### config.mk
export PLATFORM = sky130hd
export DESIGN_NAME = ebcmt_core
export DESIGN_NICKNAME = d
export VERILOG_FILES = /design/src/core/ebcmt_pkg.sv /design/src/core/ebcmt_core.sv
export SDC_FILE = /design/constraint.sdc
export NUM_CORES = 1
export LEC_CHECK = 0
export BUFFER_PORTS_ARGS = -buffer_cell sky130_fd_sc_hd__buf_2
export CAP_MARGIN = 25
export CORE_UTILIZATION = 50
export CTS_CLUSTER_SIZE = 40
export DETAILED_ROUTE_END_ITERATION = 7
export PLACE_DENSITY = 0.88
export SETUP_SLACK_MARGIN = 0.5
export SLEW_MARGIN = 5
export SYNTH_ARGS = -nofsm -noshare
export SYNTH_HDL_FRONTEND = slang
export SYNTH_SLANG_ARGS = --single-unit
### constraint.sdc
create_clock -name clk -period 7.4 [get_ports clk]
set_input_delay 0.74 -clock clk [delete_from_list [all_inputs] [get_ports clk]]
set_output_delay 0.74 -clock clk [all_outputs]
set_load 0.05 [all_outputs]
### src/core/ebcmt_pkg.sv
package ebcmt_pkg;

  // Register word addresses on the plain register port.
  localparam logic [3:0] ADDR_STATUS   = 4'h0;
  localparam logic [3:0] ADDR_TEST     = 4'h1;
  localparam logic [3:0] ADDR_CONTROL  = 4'h2;
  localparam logic [3:0] ADDR_RXSTART  = 4'h3;
  localparam logic [3:0] ADDR_IRQ_STAT = 4'h4;
  localparam logic [3:0] ADDR_IRQ_MASK = 4'h5;

  // Access size codes on the size port.
  localparam logic [1:0] SIZE_8  = 2'h0;
  localparam logic [1:0] SIZE_16 = 2'h1;
  localparam logic [1:0] SIZE_32 = 2'h2;

  // Status register fields.
  localparam int STAT_CNT_LSB   = 16;
  localparam int STAT_BUSY_BIT  = 7;
  localparam int STAT_TXBSY_BIT = 6;
  localparam int STAT_RXBSY_BIT = 5;

  // Control register fields.
  localparam int CTL_ON_BIT  = 15;
  localparam int CTL_DEC_BIT = 0;
  localparam int CTL_AFC_BIT = 1;

  // Test register fields.
  localparam int TEST_BP_BIT    = 2;
  localparam int TEST_PAUSE_BIT = 1;
  localparam int TEST_SHORT_BIT = 0;
  localparam int TEST_WIDTH     = 3;

  // Interrupt status bits.
  localparam int IRQ_PEND_BIT = 0;
  localparam int IRQ_SAT_BIT  = 1;
  localparam int IRQ_WIDTH    = 2;

  localparam logic [7:0]  CNT_MAX    = 8'hFF;
  localparam logic [7:0]  CNT_ZERO   = 8'h00;
  localparam logic [6:0]  QUANTA_LEN = 7'h40;
  localparam logic [6:0]  QUANTA_ONE = 7'h01;
  localparam logic [31:0] WORD_ZERO  = 32'h0000_0000;

  typedef struct packed {
    logic        wr;
    logic        rd;
    logic [3:0]  addr;
    logic [1:0]  size;
    logic [31:0] wdata;
  } ebcmt_bus_type;

endpackage

### src/core/ebcmt_core.sv
// The plain strobed port and the placing of the registers were left to the implementer.
`timescale 1ns/100ps

// What this block does
// After good receive, add that packet's descriptor count to the buffer count.
// Software writes the decrement bit once per descriptor after reading the packet.
// Hardware increment at maximum leaves the count at maximum.
// Software decrement at zero leaves the count at zero.
// Simultaneous increment and decrement leave the count unchanged.
// Flow control on and count at maximum stalls receive until decremented.
// Flow control off lets receive DMA continue with count saturated.
// Pending flag follows non-zero count; interrupt only when its enable is set.
// Any write of the receive start pointer clears the count.
// Switching the module off keeps the count.
// Busy flag set while on or while a transaction is still finishing.
// Transmit busy follows transmission, forced zero when off.
// Test backpressure sends preamble for carrier sense, system packets still go.
// Test pause blocks transmit as if a non-zero pause were received.
// Short quanta makes each pause quantum one byte-time instead of 64.
// Registers take 16-bit and 32-bit accesses and ignore 8-bit ones.
// Test register bits 31 to 3 read as zero.
// A decrement write with no increment in the same cycle lowers the count by exactly one, within limits.
module ebcmt_core (
  // Clock, enable and reset.
  input  wire logic                    clk,
  input  wire logic                    clk_en,
  input  wire logic                    arst_n,
  // Register port.
  input  wire ebcmt_pkg::ebcmt_bus_type bus,
  output logic [31:0]                  rdata,
  // Receive side.
  input  wire logic                    rx_pkt_done,
  input  wire logic [7:0]              rx_pkt_desc,
  input  wire logic                    rx_active,
  output logic                         rx_stall,
  output logic                         rx_dma_run,
  // Transmit side.
  input  wire logic                    tx_active,
  input  wire logic                    xact_pending,
  input  wire logic                    pause_rx_nonzero,
  input  wire logic                    byte_tick,
  output logic                         tx_inhibit,
  output logic                         tx_preamble,
  output logic                         quantum_tick,
  // Module status and interrupt.
  output logic                         module_on,
  output logic                         irq
);
  import ebcmt_pkg::*;

  logic [7:0]           rx_buffer_count_r;
  logic [7:0]           rx_buffer_count_nxt;
  logic                 on_r;
  logic                 afc_r;
  logic [TEST_WIDTH-1:0] test_r;
  logic [IRQ_WIDTH-1:0] irq_stat_r;
  logic [IRQ_WIDTH-1:0] irq_mask_r;
  logic [6:0]           quanta_cnt_r;
  logic [31:0]          rdata_nxt;
  logic                 size_ok;
  logic                 wr_ok;
  logic                 rd_ok;
  logic                 dec_req;
  logic                 inc_req;
  logic                 ptr_wr;
  logic                 module_busy_flag;
  logic                 tx_busy_flag;
  logic                 packet_pending_flag;
  logic [8:0]           inc_sum;
  logic [IRQ_WIDTH-1:0] irq_event;

  ////////////////////////////////////////////////////////////////////////////
  // Access decode.

  assign size_ok = (bus.size == SIZE_16) || (bus.size == SIZE_32);
  assign wr_ok   = bus.wr && size_ok;
  assign rd_ok   = bus.rd && size_ok;
  assign dec_req = wr_ok && (bus.addr == ADDR_CONTROL) && bus.wdata[CTL_DEC_BIT];
  assign ptr_wr  = wr_ok && (bus.addr == ADDR_RXSTART);
  assign inc_req = rx_pkt_done && (rx_pkt_desc != CNT_ZERO);

  ////////////////////////////////////////////////////////////////////////////
  // Receive buffer count.

  assign inc_sum = {1'b0, rx_buffer_count_r} + {1'b0, rx_pkt_desc};

  always_comb begin
    rx_buffer_count_nxt = rx_buffer_count_r;
    if (ptr_wr) begin
      rx_buffer_count_nxt = CNT_ZERO;
    end else if (inc_req && dec_req) begin
      rx_buffer_count_nxt = rx_buffer_count_r;
    end else if (inc_req) begin
      rx_buffer_count_nxt = inc_sum[8] ? CNT_MAX : inc_sum[7:0];
    end else if (dec_req && (rx_buffer_count_r != CNT_ZERO)) begin
      rx_buffer_count_nxt = rx_buffer_count_r - 8'h01;
    end
  end

  // The count has no term on the on bit, so switching off keeps it.
  always_ff @(posedge clk or negedge arst_n) begin
    if (!arst_n) begin
      rx_buffer_count_r <= CNT_ZERO;
    end else if (clk_en) begin
      rx_buffer_count_r <= rx_buffer_count_nxt;
    end
  end

  assign packet_pending_flag = (rx_buffer_count_r != CNT_ZERO);
  assign rx_stall   = afc_r && (rx_buffer_count_r == CNT_MAX);
  assign rx_dma_run = on_r && !rx_stall;

  ////////////////////////////////////////////////////////////////////////////
  // Control and test registers.

  always_ff @(posedge clk or negedge arst_n) begin
    if (!arst_n) begin
      on_r  <= 1'b0;
      afc_r <= 1'b0;
    end else if (clk_en && wr_ok && (bus.addr == ADDR_CONTROL)) begin
      on_r  <= bus.wdata[CTL_ON_BIT];
      afc_r <= bus.wdata[CTL_AFC_BIT];
    end
  end

  always_ff @(posedge clk or negedge arst_n) begin
    if (!arst_n) begin
      test_r <= '0;
    end else if (clk_en && wr_ok && (bus.addr == ADDR_TEST)) begin
      test_r <= bus.wdata[TEST_WIDTH-1:0];
    end
  end

  assign module_on        = on_r;
  assign module_busy_flag = on_r || xact_pending;
  assign tx_busy_flag     = on_r && tx_active;

  ////////////////////////////////////////////////////////////////////////////
  // MAC test behaviour.

  // Backpressure drives preamble, but yields to a real system packet.
  assign tx_preamble = on_r && test_r[TEST_BP_BIT] && !tx_active;
  assign tx_inhibit  = test_r[TEST_PAUSE_BIT] || pause_rx_nonzero;

  // Quantum timer: one tick each 64 byte-times, or each byte-time when shortened.
  always_ff @(posedge clk or negedge arst_n) begin
    if (!arst_n) begin
      quanta_cnt_r <= '0;
    end else if (clk_en && byte_tick) begin
      if (test_r[TEST_SHORT_BIT] || (quanta_cnt_r >= QUANTA_LEN - QUANTA_ONE)) begin
        quanta_cnt_r <= '0;
      end else begin
        quanta_cnt_r <= quanta_cnt_r + QUANTA_ONE;
      end
    end
  end

  assign quantum_tick = byte_tick &&
                        (test_r[TEST_SHORT_BIT] || (quanta_cnt_r == QUANTA_LEN - QUANTA_ONE));

  ////////////////////////////////////////////////////////////////////////////
  // Interrupts: sticky status, cleared by a read, set wins over clear.

  assign irq_event[IRQ_PEND_BIT] = packet_pending_flag;
  assign irq_event[IRQ_SAT_BIT]  = (rx_buffer_count_r == CNT_MAX);

  always_ff @(posedge clk or negedge arst_n) begin
    if (!arst_n) begin
      irq_stat_r <= '0;
    end else if (clk_en) begin
      if (rd_ok && (bus.addr == ADDR_IRQ_STAT)) begin
        irq_stat_r <= irq_event;
      end else begin
        irq_stat_r <= irq_stat_r | irq_event;
      end
    end
  end

  always_ff @(posedge clk or negedge arst_n) begin
    if (!arst_n) begin
      irq_mask_r <= '0;
    end else if (clk_en && wr_ok && (bus.addr == ADDR_IRQ_MASK)) begin
      irq_mask_r <= bus.wdata[IRQ_WIDTH-1:0];
    end
  end

  assign irq = |(irq_stat_r & irq_mask_r);

  ////////////////////////////////////////////////////////////////////////////
  // Read data, one cycle after the read strobe.

  always_comb begin
    rdata_nxt = WORD_ZERO;
    unique case (bus.addr)
      ADDR_STATUS: begin
        rdata_nxt[STAT_CNT_LSB +: 8]  = rx_buffer_count_r;
        rdata_nxt[STAT_BUSY_BIT]      = module_busy_flag;
        rdata_nxt[STAT_TXBSY_BIT]     = tx_busy_flag;
        rdata_nxt[STAT_RXBSY_BIT]     = on_r && rx_active;
      end
      ADDR_TEST: begin
        rdata_nxt[TEST_WIDTH-1:0] = test_r;
      end
      ADDR_CONTROL: begin
        rdata_nxt[CTL_ON_BIT]  = on_r;
        rdata_nxt[CTL_AFC_BIT] = afc_r;
      end
      ADDR_IRQ_STAT: begin
        rdata_nxt[IRQ_WIDTH-1:0] = irq_stat_r;
      end
      ADDR_IRQ_MASK: begin
        rdata_nxt[IRQ_WIDTH-1:0] = irq_mask_r;
      end
      default: begin
        rdata_nxt = WORD_ZERO;
      end
    endcase
  end

  always_ff @(posedge clk or negedge arst_n) begin
    if (!arst_n) begin
      rdata <= WORD_ZERO;
    end else if (clk_en) begin
      rdata <= rd_ok ? rdata_nxt : WORD_ZERO;
    end
  end
endmodule

== Yosys cells after proc, flatten, opt, wreduce, memory -nomap -nowiden ==
Index checks and enable logic that the tools add are counted.

* Eq/ne operators: 10
* $add $sub $neg: 3
* Muxes and demuxes: 14
* Reductions and logical operators: 34
* Magnitude comparators: 1
* Bitwise logic cells: 2

{| class="wikitable"
|+ Operators by type and width
! operator !! count
|-
| $mux W8 || 6
|-
| $mux W24 || 1
|-
| $logic_and A1 B1 Y1 || 21
|-
| $reduce_bool A8 Y1 || 2
|-
| $add A8 B8 Y9 || 1
|-
| $eq A4 B2 Y1 const B || 2
|-
| $eq A4 B3 Y1 const B || 2
|-
| $eq A8 B8 Y1 const B || 1
|-
| $sub A8 B1 Y8 const B || 1
|-
| $add A7 B1 Y7 const B || 1
|-
| $eq A7 B6 Y1 const B || 1
|-
| $ge A7 B6 Y1 const B || 1
|-
| $mux W7 || 1
|-
| $logic_or A1 B1 Y1 || 5
|-
| $eq A4 B1 Y1 const B || 1
|-
| $logic_not A4 Y1 || 1
|-
| $pmux W1 S4 || 1
|-
| $mux W3 || 1
|-
| $pmux W1 S3 || 1
|-
| $reduce_and A3 Y1 || 1
|-
| $reduce_bool A3 Y1 || 1
|-
| $and A2 B2 Y2 || 1
|-
| $eq A2 B1 Y1 const B || 1
|-
| $eq A2 B2 Y1 const B || 1
|-
| other kinds (6) || 8
|}

* Word-level logic and storage cells: 72
* Register bits after elaboration: 56
* Bits of input ports: 57
* Output and inout port bits: 39

== Depth between registers and ports, before layout ==
Gate-level depths: netlist of run 1.

* Depth in word-level cells: 10
* Depth in mapped cells: 9
* Gate-level depth less buffers: 8

== Least setup slack after synthesis of run 1 ==
Ideal clock, no wire load.

* Path type: input to register
* From: in rx_pkt_desc[0]
* To: reg rx_buffer_count_r[7]
* Library setup time: 0.121 ns
* Required time: 7.279 ns
* Path slack: 4.789 ns
* Path buffers: 0
* Cell stages on the path: 8
* Arrival time: 2.490 ns
* Cells stage by stage: ha_1 > fa_1 > a21o_1 > a21oi_1 > o31a_1 > nand2_1 > o211a_1 > o22a_1

* Longest elaborated chain between the ends: 5
* Elaborated cells between the ends (all ways): 11
* Classes of those cells: 1 x add/sub; 1 x eq/ne; 4 x mux; 5 x reduce/logical

{| class="wikitable"
|+ RTL lines
! what !! line !! RTL
|-
| start: declaration || ebcmt_core.sv:33 || <nowiki>input wire logic [7:0] rx_pkt_desc,</nowiki>
|-
| $add A8 B8 Y9 / $reduce_bool A8 Y1 (equally long branches) || ebcmt_core.sv:85, ebcmt_core.sv:80 ||
|-
| $mux W8 / $logic_and A1 B1 Y1 (equally long branches) || ebcmt_core.sv:94, ebcmt_core.sv:80 ||
|-
| $mux W8 / $logic_and A1 B1 Y1 (equally long branches) || ebcmt_core.sv:93, ebcmt_core.sv:91 ||
|-
| $mux W8 / $ne A2 B2 Y1 (equally long branches) || - ||
|-
| $mux W8 / $reduce_and A3 Y1 (equally long branches) || - ||
|-
| end signal: assignment || ebcmt_core.sv:105 || <nowiki>rx_buffer_count_r <= rx_buffer_count_nxt;</nowiki>
|-
| end: declaration || ebcmt_core.sv:51 || <nowiki>logic [7:0] rx_buffer_count_r;</nowiki>
|}

Parallel ways exist; a longest one is shown, timed or not. The select of a mux whose other input is x is not followed.
A chain may end at the register's enable or synchronous reset.

== Worst setup path in the final report of run 1 ==
Same ends and word-level chain as after synthesis.

==> results of run 1 <==
state kept, by name, summed over array words and instances (netlist names):
name               count
afc_r                  1
irq_mask_r             2
irq_stat_r             2
module_on              1
quanta_cnt_r           7
rdata                 15
rx_buffer_count_r      8
test_r                 3
power groups by stage:
stage                     sequential (mW)  clock [mW]  combinational, mW
after floorplan                     0.295           0              0.221
after global placement              0.307           0              0.261
after detailed placement            0.310           0              0.271
after CTS                           0.307       0.214              0.273
after global routing                0.314       0.224              0.306
final                               0.309       0.211              0.273
layout make-up:
cell class                      count  area, sq um  share of cell area, %
Clock inverter                      3         67.6                   2.39
Clock buffer                        5         68.8                   2.43
Sequential cell                    39          976                   34.5
Tap cell                           67         83.8                   2.97
Multi-Input combinational cell    201         1350                   47.9
Timing Repair Buffer               51          258                   9.12
Inverter                            5         18.8                  0.664
critical path, cell delays in order:
cell     delay (ns)
buf_2          0.11
ha_1           0.23
fa_1           0.40
a21o_1         0.19
a21oi_1        0.26
o31a_1         0.27
nand2_1        0.14
o211a_1        0.25
o22a_1         0.19
per-layer routing:
layer,vias to the layer above,global-route usage [%],wire (um)
met5,-,0,0
met4,0,7.41,72
met3,8,3.19,258
met2,78,35.6,2510
met1,981,28.2,2410
li1,989,-,-
how the worst max path moves through the flow:
stage | depth (start not counted) | startpoint | endpoint
finish | 9 | rx_pkt_desc[0] | rx_buffer_count_r[7]
global placement | 9 | rx_pkt_desc[0] | rx_buffer_count_r[7]
global route | 8 | rx_buffer_count_r[0] | rx_buffer_count_r[7]
detailed placement | 9 | rx_pkt_desc[0] | rx_buffer_count_r[7]
floorplan | 8 | rx_pkt_desc[0] | rx_buffer_count_r[7]
CTS | 9 | rx_pkt_desc[0] | rx_buffer_count_r[7]
stage by stage:
| step | cell area, sq um | std cells | worst slack (ns) | util (%) |
|---|---|---|---|---|
| 6_report | 2830 | 371 | 4.80 | 59.8 |
| 5_1_grt | 2830 | 371 | 4.70 | 59.8 |
| 4_1_cts | 2830 | 371 | 4.81 | 59.8 |
| 3_5_place_dp | 2690 | 363 | 4.50 | 57.0 |
| 3_3_place_gp | 2690 | 363 | 4.51 | 57.0 |
| 2_1_floorplan | 2510 | 266 | 4.79 | - |
cell families after synthesis:
logic type                 after synthesis
muxes                                   10
other                                    1
adders and majority gates               12
buffers and inverters                   26
and+or+nand+nor                         81
xor gates and xnor gates                 8
AOI/OAI and AO/OA                       73
DFF                                     39
cell usage in the layout, fill, tap and decap left out, types with 2 or more instances in the layout:
cell type / netlist / layout
clkbuf_8: 0 / 5
bufinv_16: 0 / 2
a22o_1: 11 / 11
nor2_1: 12 / 12
nor3b_1: 2 / 2
nor2b_1: 4 / 4
buf_2: 0 / 50
a21oi_1: 9 / 9
o22ai_1: 3 / 3
conb_1: 1 / 17
o21ai_0: 20 / 20
nor4b_1: 2 / 2
or2_2: 2 / 2
nor3_1: 3 / 3
a211oi_1: 2 / 2
nand3_1: 11 / 11
a32o_1: 2 / 2
a21o_1: 5 / 5
or4_4: 2 / 2
mux2_2: 9 / 9
ha_1: 11 / 11
xnor2_1: 4 / 4
dfrtp_1: 39 / 39
inv_1: 5 / 5
nand2_1: 25 / 25
and2_1: 4 / 4
xor2_1: 4 / 4
o21a_1: 2 / 2
o2bb2ai_1: 4 / 4
nand4_1: 5 / 5
o31ai_1: 5 / 5
==> results.sh, run 1 <==
export IMPL_status="completed"
export IMPL_pin_count=96
export IMPL_power_density_nw_per_um2=281
export IMPL_grt_pass1_wl_um=8630
export IMPL_cts_root_buf="clkbuf_8"
export IMPL_areaGrowthSynthToFinish_pct=15.5
export IMPL_fillCellCount=407
export IMPL_tightest_slew_ns=0.853
export IMPL_worstPathRequired_ns=7.59
export IMPL_ys_ff_latch=39
export IMPL_maxCapViolCount=0
export IMPL_ys_types=52
export IMPL_synth_top_cell_area_share_pct=39.9
export IMPL_min_to="rdata[0]"
export IMPL_p_int_mw=0.495
export IMPL_r2r_start="rx_buffer_count_r[0]"
export IMPL_initial_core_util_pct=51.8
export IMPL_die_area_sq_um=5180
export IMPL_yosys_top_cells_count="39 x dfrtp_1, 25 x nand2_1, 20 x o21ai_0"
export IMPL_timing_rr_end="rx_buffer_count_r[7]"
export IMPL_postRouteAntennaNets=0
export IMPL_port_buffers=50
export IMPL_avgViaCountPerCell=5.54
export IMPL_synthXorXnorAreaFrac_pct=2.86
export IMPL_synth_top_area_cell="dfrtp_1"
export IMPL_cellLeakagePower_nw=1.38
export IMPL_die_y_um=71.9
export IMPL_final_max_slew_violation_count=0
export IMPL_grt_usage_pct=21.2
export IMPL_ctsHoldBuffers=0
export IMPL_post_drt_wl_per_cell_um=14.2
export IMPL_synth_most_common_cell="dfrtp_1"
export IMPL_synthSimpleGateAreaFrac_pct=17.8
export IMPL_skew_ns=0.00767
export IMPL_hold_viol_final=0
export IMPL_cts_htree_levels=2
export IMPL_setup_tns_ns=0
export IMPL_power_share_switching_pct=37.6
export IMPL_timing_final_crit_share_pct=35.2
export IMPL_finalSetupViolations=0
export IMPL_grt_max_degree=40
export IMPL_crit_path_start_kind="primary input"
export IMPL_dr_pass1_iters=4
export IMPL_cts_tree="built"
export IMPL_fp_coreArea_sq_um=4720
export IMPL_worstHoldPathType="flip-flop to flip-flop"
export IMPL_grt_pass1_vias=1854
export IMPL_antenna_cells=0
export IMPL_async_flop_share_pct=100
export IMPL_whs_path_depth=1
export IMPL_drt_iter0_drc=108
export IMPL_clock_path_buffers=2
export IMPL_p_switching_mw=0.298
export IMPL_ys_flop_type="dfrtp_1"
export IMPL_netlist_area_sq_um=2450
export IMPL_ys_top_cells_by_area="dfrtp_1 40%, ha_1 5.6%, buf_4 5.2%"
export IMPL_post_cts_buffers=0
export IMPL_drive_above_1_share_pct=26.3
export IMPL_cts_resized=0
export IMPL_ys_seq_area_share_pct=39.9
export IMPL_synth_fa_ha_area_share_pct=6.45
export IMPL_worstRegToRegCells=8
export IMPL_routabilityCongestion=0.871
export IMPL_routed_wl_um=5250
export IMPL_clkTransAtPathRegs_ns=0.08
export IMPL_drc=0
export IMPL_critPathMaxFanout=5
export IMPL_nets=372
export IMPL_power_mw=0.793
export IMPL_synth_cells=250
export IMPL_worstPathArrival_ns=2.79
export IMPL_synthMuxAreaShare_pct=4.55
export IMPL_numCtsBuffers=5
export IMPL_synth_top_family_by_area="compound AO/OA/AOI/OAI gates"
export IMPL_synth_warnings=0
export IMPL_fp_dieW_um=71.9
export IMPL_synth_edf_count=0
export IMPL_antenna_found_initial=0
export IMPL_dpl_hpwl_um=3910
export IMPL_synth_compound_gate_area_share_pct=21.1
export IMPL_cts_sinks=39
export IMPL_vdd_ir_drop_max_uv=139
export IMPL_clk_latency_ns=0.30
export IMPL_rsz0062_at_grt="false"
export IMPL_vias=2056
export IMPL_fmaxAchievable_mhz=384
export IMPL_fin_crit_ns=2.60
export IMPL_power_frac_comb_pct=34.5
export IMPL_avgSynthCellArea_sq_um=9.78
export IMPL_fp_row_count=25
export IMPL_holdWs_ns=0.484
export IMPL_hp_start="rdata[0]"
export IMPL_grt_remaining_overflow=0
export IMPL_worstSetupPathType="primary input to flip-flop"
export IMPL_pwr_share_seq_pct=38.9
export IMPL_max_slew_margin_rel_pct=43.1
export IMPL_clockPowerShare_pct=26.6
export IMPL_end_kind="flip-flop"
export IMPL_r2r_slack_ns=4.83
(Power assumes the default switching activity.)
==> run 2: changes to the inputs <==
CORE_UTILIZATION = 49   (was 50)
PLACE_DENSITY = 0.86   (was 0.88)
clock period = 2.55 ns   (was 7.4 ns; I/O delays follow)
==> run 2 against run 1 <==
Against the previous run: power rose to 2.9 times the previous value; non-clock buffer count rose by 12; core utilization rose by 2.6 points; critical endpoint unchanged; critical path depth fell by 1; register-to-register slack got worse by 4.4 ns; worst setup slack got worse by 4.3 ns.
==> results.sh, run 2 (same netlist as run 1, synthesis figures left out) <==
export IMPL_status="completed"
export IMPL_hold_viol_final=0
export IMPL_vias=2145
export IMPL_initial_core_util_pct=51.4
export IMPL_grt_max_degree=40
export IMPL_critPathMaxFanout=4
export IMPL_timing_final_crit_share_pct=82.1
export IMPL_cts_root_buf="clkbuf_8"
export IMPL_vdd_ir_drop_max_uv=411
export IMPL_drc=0
export IMPL_r2r_start="rx_buffer_count_r[0]"
export IMPL_port_buffers=50
export IMPL_wl_met1_um=2400
export IMPL_slowest_delay_ns=0.45
export IMPL_r2r_slack_ns=0.46
export IMPL_finalSetupViolations=0
export IMPL_areaGrowthSynthToFinish_pct=21.4
export IMPL_worstSetupPathType="flip-flop to flip-flop"
export IMPL_clkTransAtPathRegs_ns=0.07
export IMPL_nets=384
export IMPL_postRouteAntennaNets=0
export IMPL_cellLeakagePower_nw=1.42
export IMPL_layout_common_cells="49 x buf_2, 37 x dfrtp_1, 24 x nand2_1"
export IMPL_power_mw=2.27
export IMPL_die_area_sq_um=5280
export IMPL_pin_count=96
export IMPL_cp_startpoint="rx_buffer_count_r[0]"
export IMPL_cts_htree_levels=2
export IMPL_top_regs="rdata (15), rx_buffer_count_r (8), quanta_cnt_r (7)"
export IMPL_drive_above_1_share_pct=33.9
export IMPL_dr_wl_met3_um=310
export IMPL_cts_sinks=39
export IMPL_routabilityCongestion=0.844
export IMPL_crit_path_cell_trace="ha_4 -> fa_2 -> a21o_1 -> a21oi_2 -> o31a_1 -> nand2_2 -> o211a_1 -> o22a_1"
export IMPL_final_max_slew_violation_count=0
export IMPL_worstPathArrival_ns=2.27
export IMPL_worstPathRequired_ns=2.72
export IMPL_skew_ns=0.00437
export IMPL_post_drt_wl_per_cell_um=14.7
export IMPL_final_common_cell="buf_2"
export IMPL_end_kind="flip-flop"
export IMPL_grt_remaining_overflow=0
export IMPL_fp_dieW_um=72.7
export IMPL_rsz0062_at_grt="true"
export IMPL_numCtsBuffers=5
export IMPL_met2_length_um=2900
export IMPL_cts_tree="built"
export IMPL_fp_row_count=25
export IMPL_crit_path_start_kind="flip-flop"
export IMPL_drt_iter0_drc=76
export IMPL_dr_pass1_iters=4
export IMPL_fin_crit_ns=2.09
export IMPL_clock_path_buffers=2
export IMPL_place_area_sq_um=2740
export IMPL_ctsHoldBuffers=0
export IMPL_avgViaCountPerCell=5.60
export IMPL_clk_latency_ns=0.28
export IMPL_grt_pass1_wl_um=9170
export IMPL_maxCapViolCount=0
export IMPL_max_slew_margin_rel_pct=44.8
export IMPL_power_density_nw_per_um2=766
export IMPL_antenna_found_initial=0
export IMPL_grt_pass1_vias=2022
export IMPL_fmaxAchievable_mhz=478
export IMPL_routed_top_layer="met4"
export IMPL_largest_reg_flops=15
export IMPL_grt_usage_pct=22.3
export IMPL_tightest_slew_ns=0.828
export IMPL_top_register="rdata"
export IMPL_routed_wl_um=5620
export IMPL_fp_coreArea_sq_um=4750
export IMPL_die_y_um=72.7
export IMPL_dpl_hpwl_um=4140
export IMPL_stdcell_area_sq_um=2970
export IMPL_worstHoldPathType="primary input to async pin"
export IMPL_crit_slowest_cell="dfrtp_2"
export IMPL_antenna_cells=0
export IMPL_setup_tns_ns=0
==> run 2: what timing repair did <==
| item | in CTS | in global routing |
|---|---|---|
| gates resized for setup | 11 | 8 |
| endpoints found under the setup margin | 8 | 9 |
| buffers inserted | 9 | 1 |
| pin swaps | 13 | 11 |
==> run 2: layout make-up <==
class | count | area (sq um)
well taps | 67 | 83.8
flip-flops and latches | 39 | 978
clock buffers | 7 | 76.3
multi-input cells | 201 | 1450
inverters | 5 | 18.8
clock inverters | 1 | 5.00
repair buffers | 63 | 358
fillers | 408 | 1790
==> run 2: worst paths after layout <==
path / to / depth (start not counted)
max in group asynchronous: rx_buffer_count_r[4] / 1
worst min-delay path: quanta_cnt_r[3] / 1
worst min register to register: rdata[1] / 1
worst max register to register: rx_buffer_count_r[7] / 8
worst max-delay path: rx_buffer_count_r[7] / 8
min in group clk: module_on / 2
==> run 2: stage by stage <==
| stage | instances | util, % | hold slack, ns | worst slack, ns |
|---|---|---|---|---|
| 6_report | 383 | 62.4 | 0.0616 | 0.457 |
| 5_1_grt | 383 | 62.4 | 0.137 | 0.362 |
| 4_1_cts | 382 | 61.9 | 0.0910 | 0.443 |
| 3_5_place_dp | 365 | 57.6 | 0.404 | 0.214 |
| 3_3_place_gp | 365 | 57.6 | 0.397 | 0.283 |
| 2_1_floorplan | 266 | - | -0.0406 | 0.433 |
==> run 2: power breakdown <==
group	internal, mW	switching (mW)	leakage (nW)
Sequential	0.722	0.162	0.505
Clock	0.192	0.200	0.0422
Combinational	0.456	0.542	0.875
Total	1.37	0.905	1.42
==> run 2: layer usage <==
layer / global-route usage [%] / vias to the layer above
met2: 40.9 / 76
li1: - / 1017
met5: 0 / -
met3: 4.42 / 4
met1: 27.4 / 1048
met4: 3.70 / 0
==> run 2: critical path: cells and delay by family, from the launching register on <==
| kind | cells | cell delay (ns) |
|---|---|---|
| AND/OR/NAND/NOR | 1 | 0.08 |
| flip-flops | 1 | 0.45 |
| AO/OA/AOI/OAI | 5 | 0.95 |
| adder cells (fa/ha/maj) | 2 | 0.51 |
==> run 3: changes to the inputs <==
CORE_UTILIZATION = 44   (was 49)
PLACE_DENSITY = 0.82   (was 0.86)
clock period = 1.92 ns   (was 2.55 ns; I/O delays follow)
==> run 3 against run 2 <==
Against the previous run: the flow now finishes with violations (negative hold slack, negative setup slack); die area rose by 11%; flip-flop and latch count unchanged; global-route usage rose by 0.10 points; largest cell class unchanged; combinational power rose by 75%; clock-buffer cell count fell by 1; clock skew grew 0.0025 ns; highest routed layer unchanged; via count is 8.1% higher; first-iteration DRC count is 41% higher.
==> results.sh, run 3 (same netlist as run 1, synthesis figures left out) <==
export IMPL_met2_length_um=3270
export IMPL_multiInputGateArea_sq_um=1600
export IMPL_finalSetupViolations=9
export IMPL_clk_latency_ns=0.29
export IMPL_worstSetupPathType="flip-flop to flip-flop"
export IMPL_dpl_hpwl_um=4420
export IMPL_max_slew_margin_rel_pct=45.6
export IMPL_antenna_cells=0
export IMPL_post_drt_wl_per_cell_um=15.1
export IMPL_postRouteAntennaNets=0
export IMPL_worstHoldPathType="primary input to async pin"
export IMPL_grt_pass1_vias=2338
export IMPL_clkTransAtPathRegs_ns=0.08
export IMPL_final_core_util_pct=66.5
export IMPL_drc=0
export IMPL_final_max_slew_violation_count=0
export IMPL_cellLeakagePower_nw=1.67
export IMPL_fp_dieW_um=76.6
export IMPL_status="finished with violations"
export IMPL_pin_count=96
export IMPL_place_area_sq_um=3040
export IMPL_r2r_slack_ns=-0.12
export IMPL_crit_path_start_kind="flip-flop"
export IMPL_timing_rr_end="rx_buffer_count_r[7]"
export IMPL_power_density_nw_per_um2=1040
export IMPL_fp_row_count=26
export IMPL_hold_viol_final=30
export IMPL_stdcell_area_sq_um=3480
export IMPL_grt_usage_pct=22.4
export IMPL_worstRegToRegCells=8
export IMPL_top_register="rdata"
export IMPL_drt_iter0_drc=107
export IMPL_holdWs_ns=-0.00850
export IMPL_regArea_sq_um=980
export IMPL_worstPathRequired_ns=2.11
export IMPL_ctsHoldBuffers=0
export IMPL_critPathMaxFanout=3
export IMPL_power_mw=3.62
export IMPL_routed_wl_um=6370
export IMPL_timing_final_crit_share_pct=106
export IMPL_setup_tns_ns=-0.575
export IMPL_die_area_sq_um=5860
export IMPL_largest_reg_flops=15
export IMPL_skew_ns=0.00685
export IMPL_routabilityCongestion=0.873
export IMPL_dr_wl_met3_um=275
export IMPL_routed_top_layer="met4"
export IMPL_tightest_slew_ns=0.816
export IMPL_cts_root_buf="clkbuf_8"
export IMPL_fillCellCount=407
export IMPL_cts_htree_levels=2
export IMPL_antenna_found_initial=0
export IMPL_top_regs="rdata (15), rx_buffer_count_r (8), quanta_cnt_r (7)"
export IMPL_numCtsBuffers=5
export IMPL_dp_cells=404
export IMPL_grt_max_degree=40
export IMPL_rsz0062_at_grt="true"
export IMPL_vdd_ir_drop_max_uv=601
export IMPL_grt_remaining_overflow=0
export IMPL_violations="negative hold slack, negative setup slack"
export IMPL_port_buffers=50
export IMPL_cts_tree="built"
export IMPL_post_place_ws_ns=-0.232
export IMPL_areaGrowthSynthToFinish_pct=42.5
export IMPL_worstPathArrival_ns=2.22
export IMPL_layout_common_cells="47 x buf_2, 43 x buf_4, 36 x dfrtp_1"
export IMPL_cts_sinks=39
export IMPL_dr_pass1_iters=4
export IMPL_initial_core_util_pct=46.7
export IMPL_end_kind="flip-flop"
export IMPL_wl_met1_um=2640
export IMPL_final_common_cell="buf_2"
export IMPL_layout_setup_ws_ns=-0.118
export IMPL_grt_pass1_wl_um=10600
export IMPL_maxCapViolCount=0
export IMPL_fmaxAchievable_mhz=491
export IMPL_clock_path_buffers=2
export IMPL_r2r_start="rx_buffer_count_r[0]"
export IMPL_nets=421
export IMPL_die_y_um=76.6
export IMPL_fin_crit_ns=2.04
export IMPL_drive_above_1_share_pct=49.0
export IMPL_fp_coreArea_sq_um=5240
export IMPL_stdcell_count=423
export IMPL_avgViaCountPerCell=5.48
export IMPL_vias=2318
## run 3: changes by cell type in the layout (fill, tap and decap cells not counted), moves of 3 or more
cell | previous run | this run
buf_4 | 12 | 43
buf_6 | 2 | 7
buf_8 | 0 | 3
nand3_1 | 11 | 8
nor2_1 | 12 | 9
nor2_2 | 1 | 4
o21ai_0 | 16 | 6
o21ai_2 | 0 | 8
## run 3: critical path, cell delays in order, from the launching register on
cell and delay [ns]:
dfrtp_2 0.44, ha_4 0.18, fa_2 0.34, a21o_1 0.17, a21oi_2 0.15, o31a_1 0.18, nand2_2 0.06, o211a_1 0.22
o22a_1 0.19
## run 3: worst max path at each step
| stage | startpoint | to | slack, ns | depth (start not counted) |
|---|---|---|---|---|
| CTS | rx_buffer_count_r[0] | rx_buffer_count_r[7] | -0.11 | 8 |
| global route | rx_buffer_count_r[0] | rx_buffer_count_r[6] | -0.18 | 9 |
| floorplan | rx_buffer_count_r[0] | rx_buffer_count_r[7] | -0.18 | 8 |
| finish | rx_buffer_count_r[0] | rx_buffer_count_r[7] | -0.12 | 8 |
| detailed placement | rx_buffer_count_r[0] | rx_buffer_count_r[7] | -0.23 | 8 |
| global placement | rx_buffer_count_r[0] | rx_buffer_count_r[7] | -0.14 | 8 |
## run 3: area by class of cell
type	count	area share [%]
multi-input cells	201	45.9
flip-flops and latches	39	28.1
repair buffers	100	19.6
well taps	70	2.51
clock inverters	2	1.01
clock buffers	6	2.37
inverters	5	0.539
## run 3: repair_timing
item                                    4_1_cts  5_1_grt
hold endpoints to repair                      0        0
gates cloned                                  1        0
endpoints found under the setup margin       19       27
pin swaps                                    10       14
gates resized for setup                      38       31
setup buffers                                 8        2
## run 3: layer usage
layer / global-route usage (%) / vias up
met5: 0 / -
met4: 10.0 / 0
met3: 3.59 / 21
met2: 40.5 / 81
met1: 25.8 / 1118
li1: - / 1098
## run 3: power by group
| part | switching [mW] | internal, mW | leakage [nW] |
|---|---|---|---|
| logic | 0.908 | 0.843 | 1.10 |
| registers | 0.208 | 0.958 | 0.504 |
| clock network | 0.286 | 0.420 | 0.0612 |
| total | 1.40 | 2.22 | 1.67 |
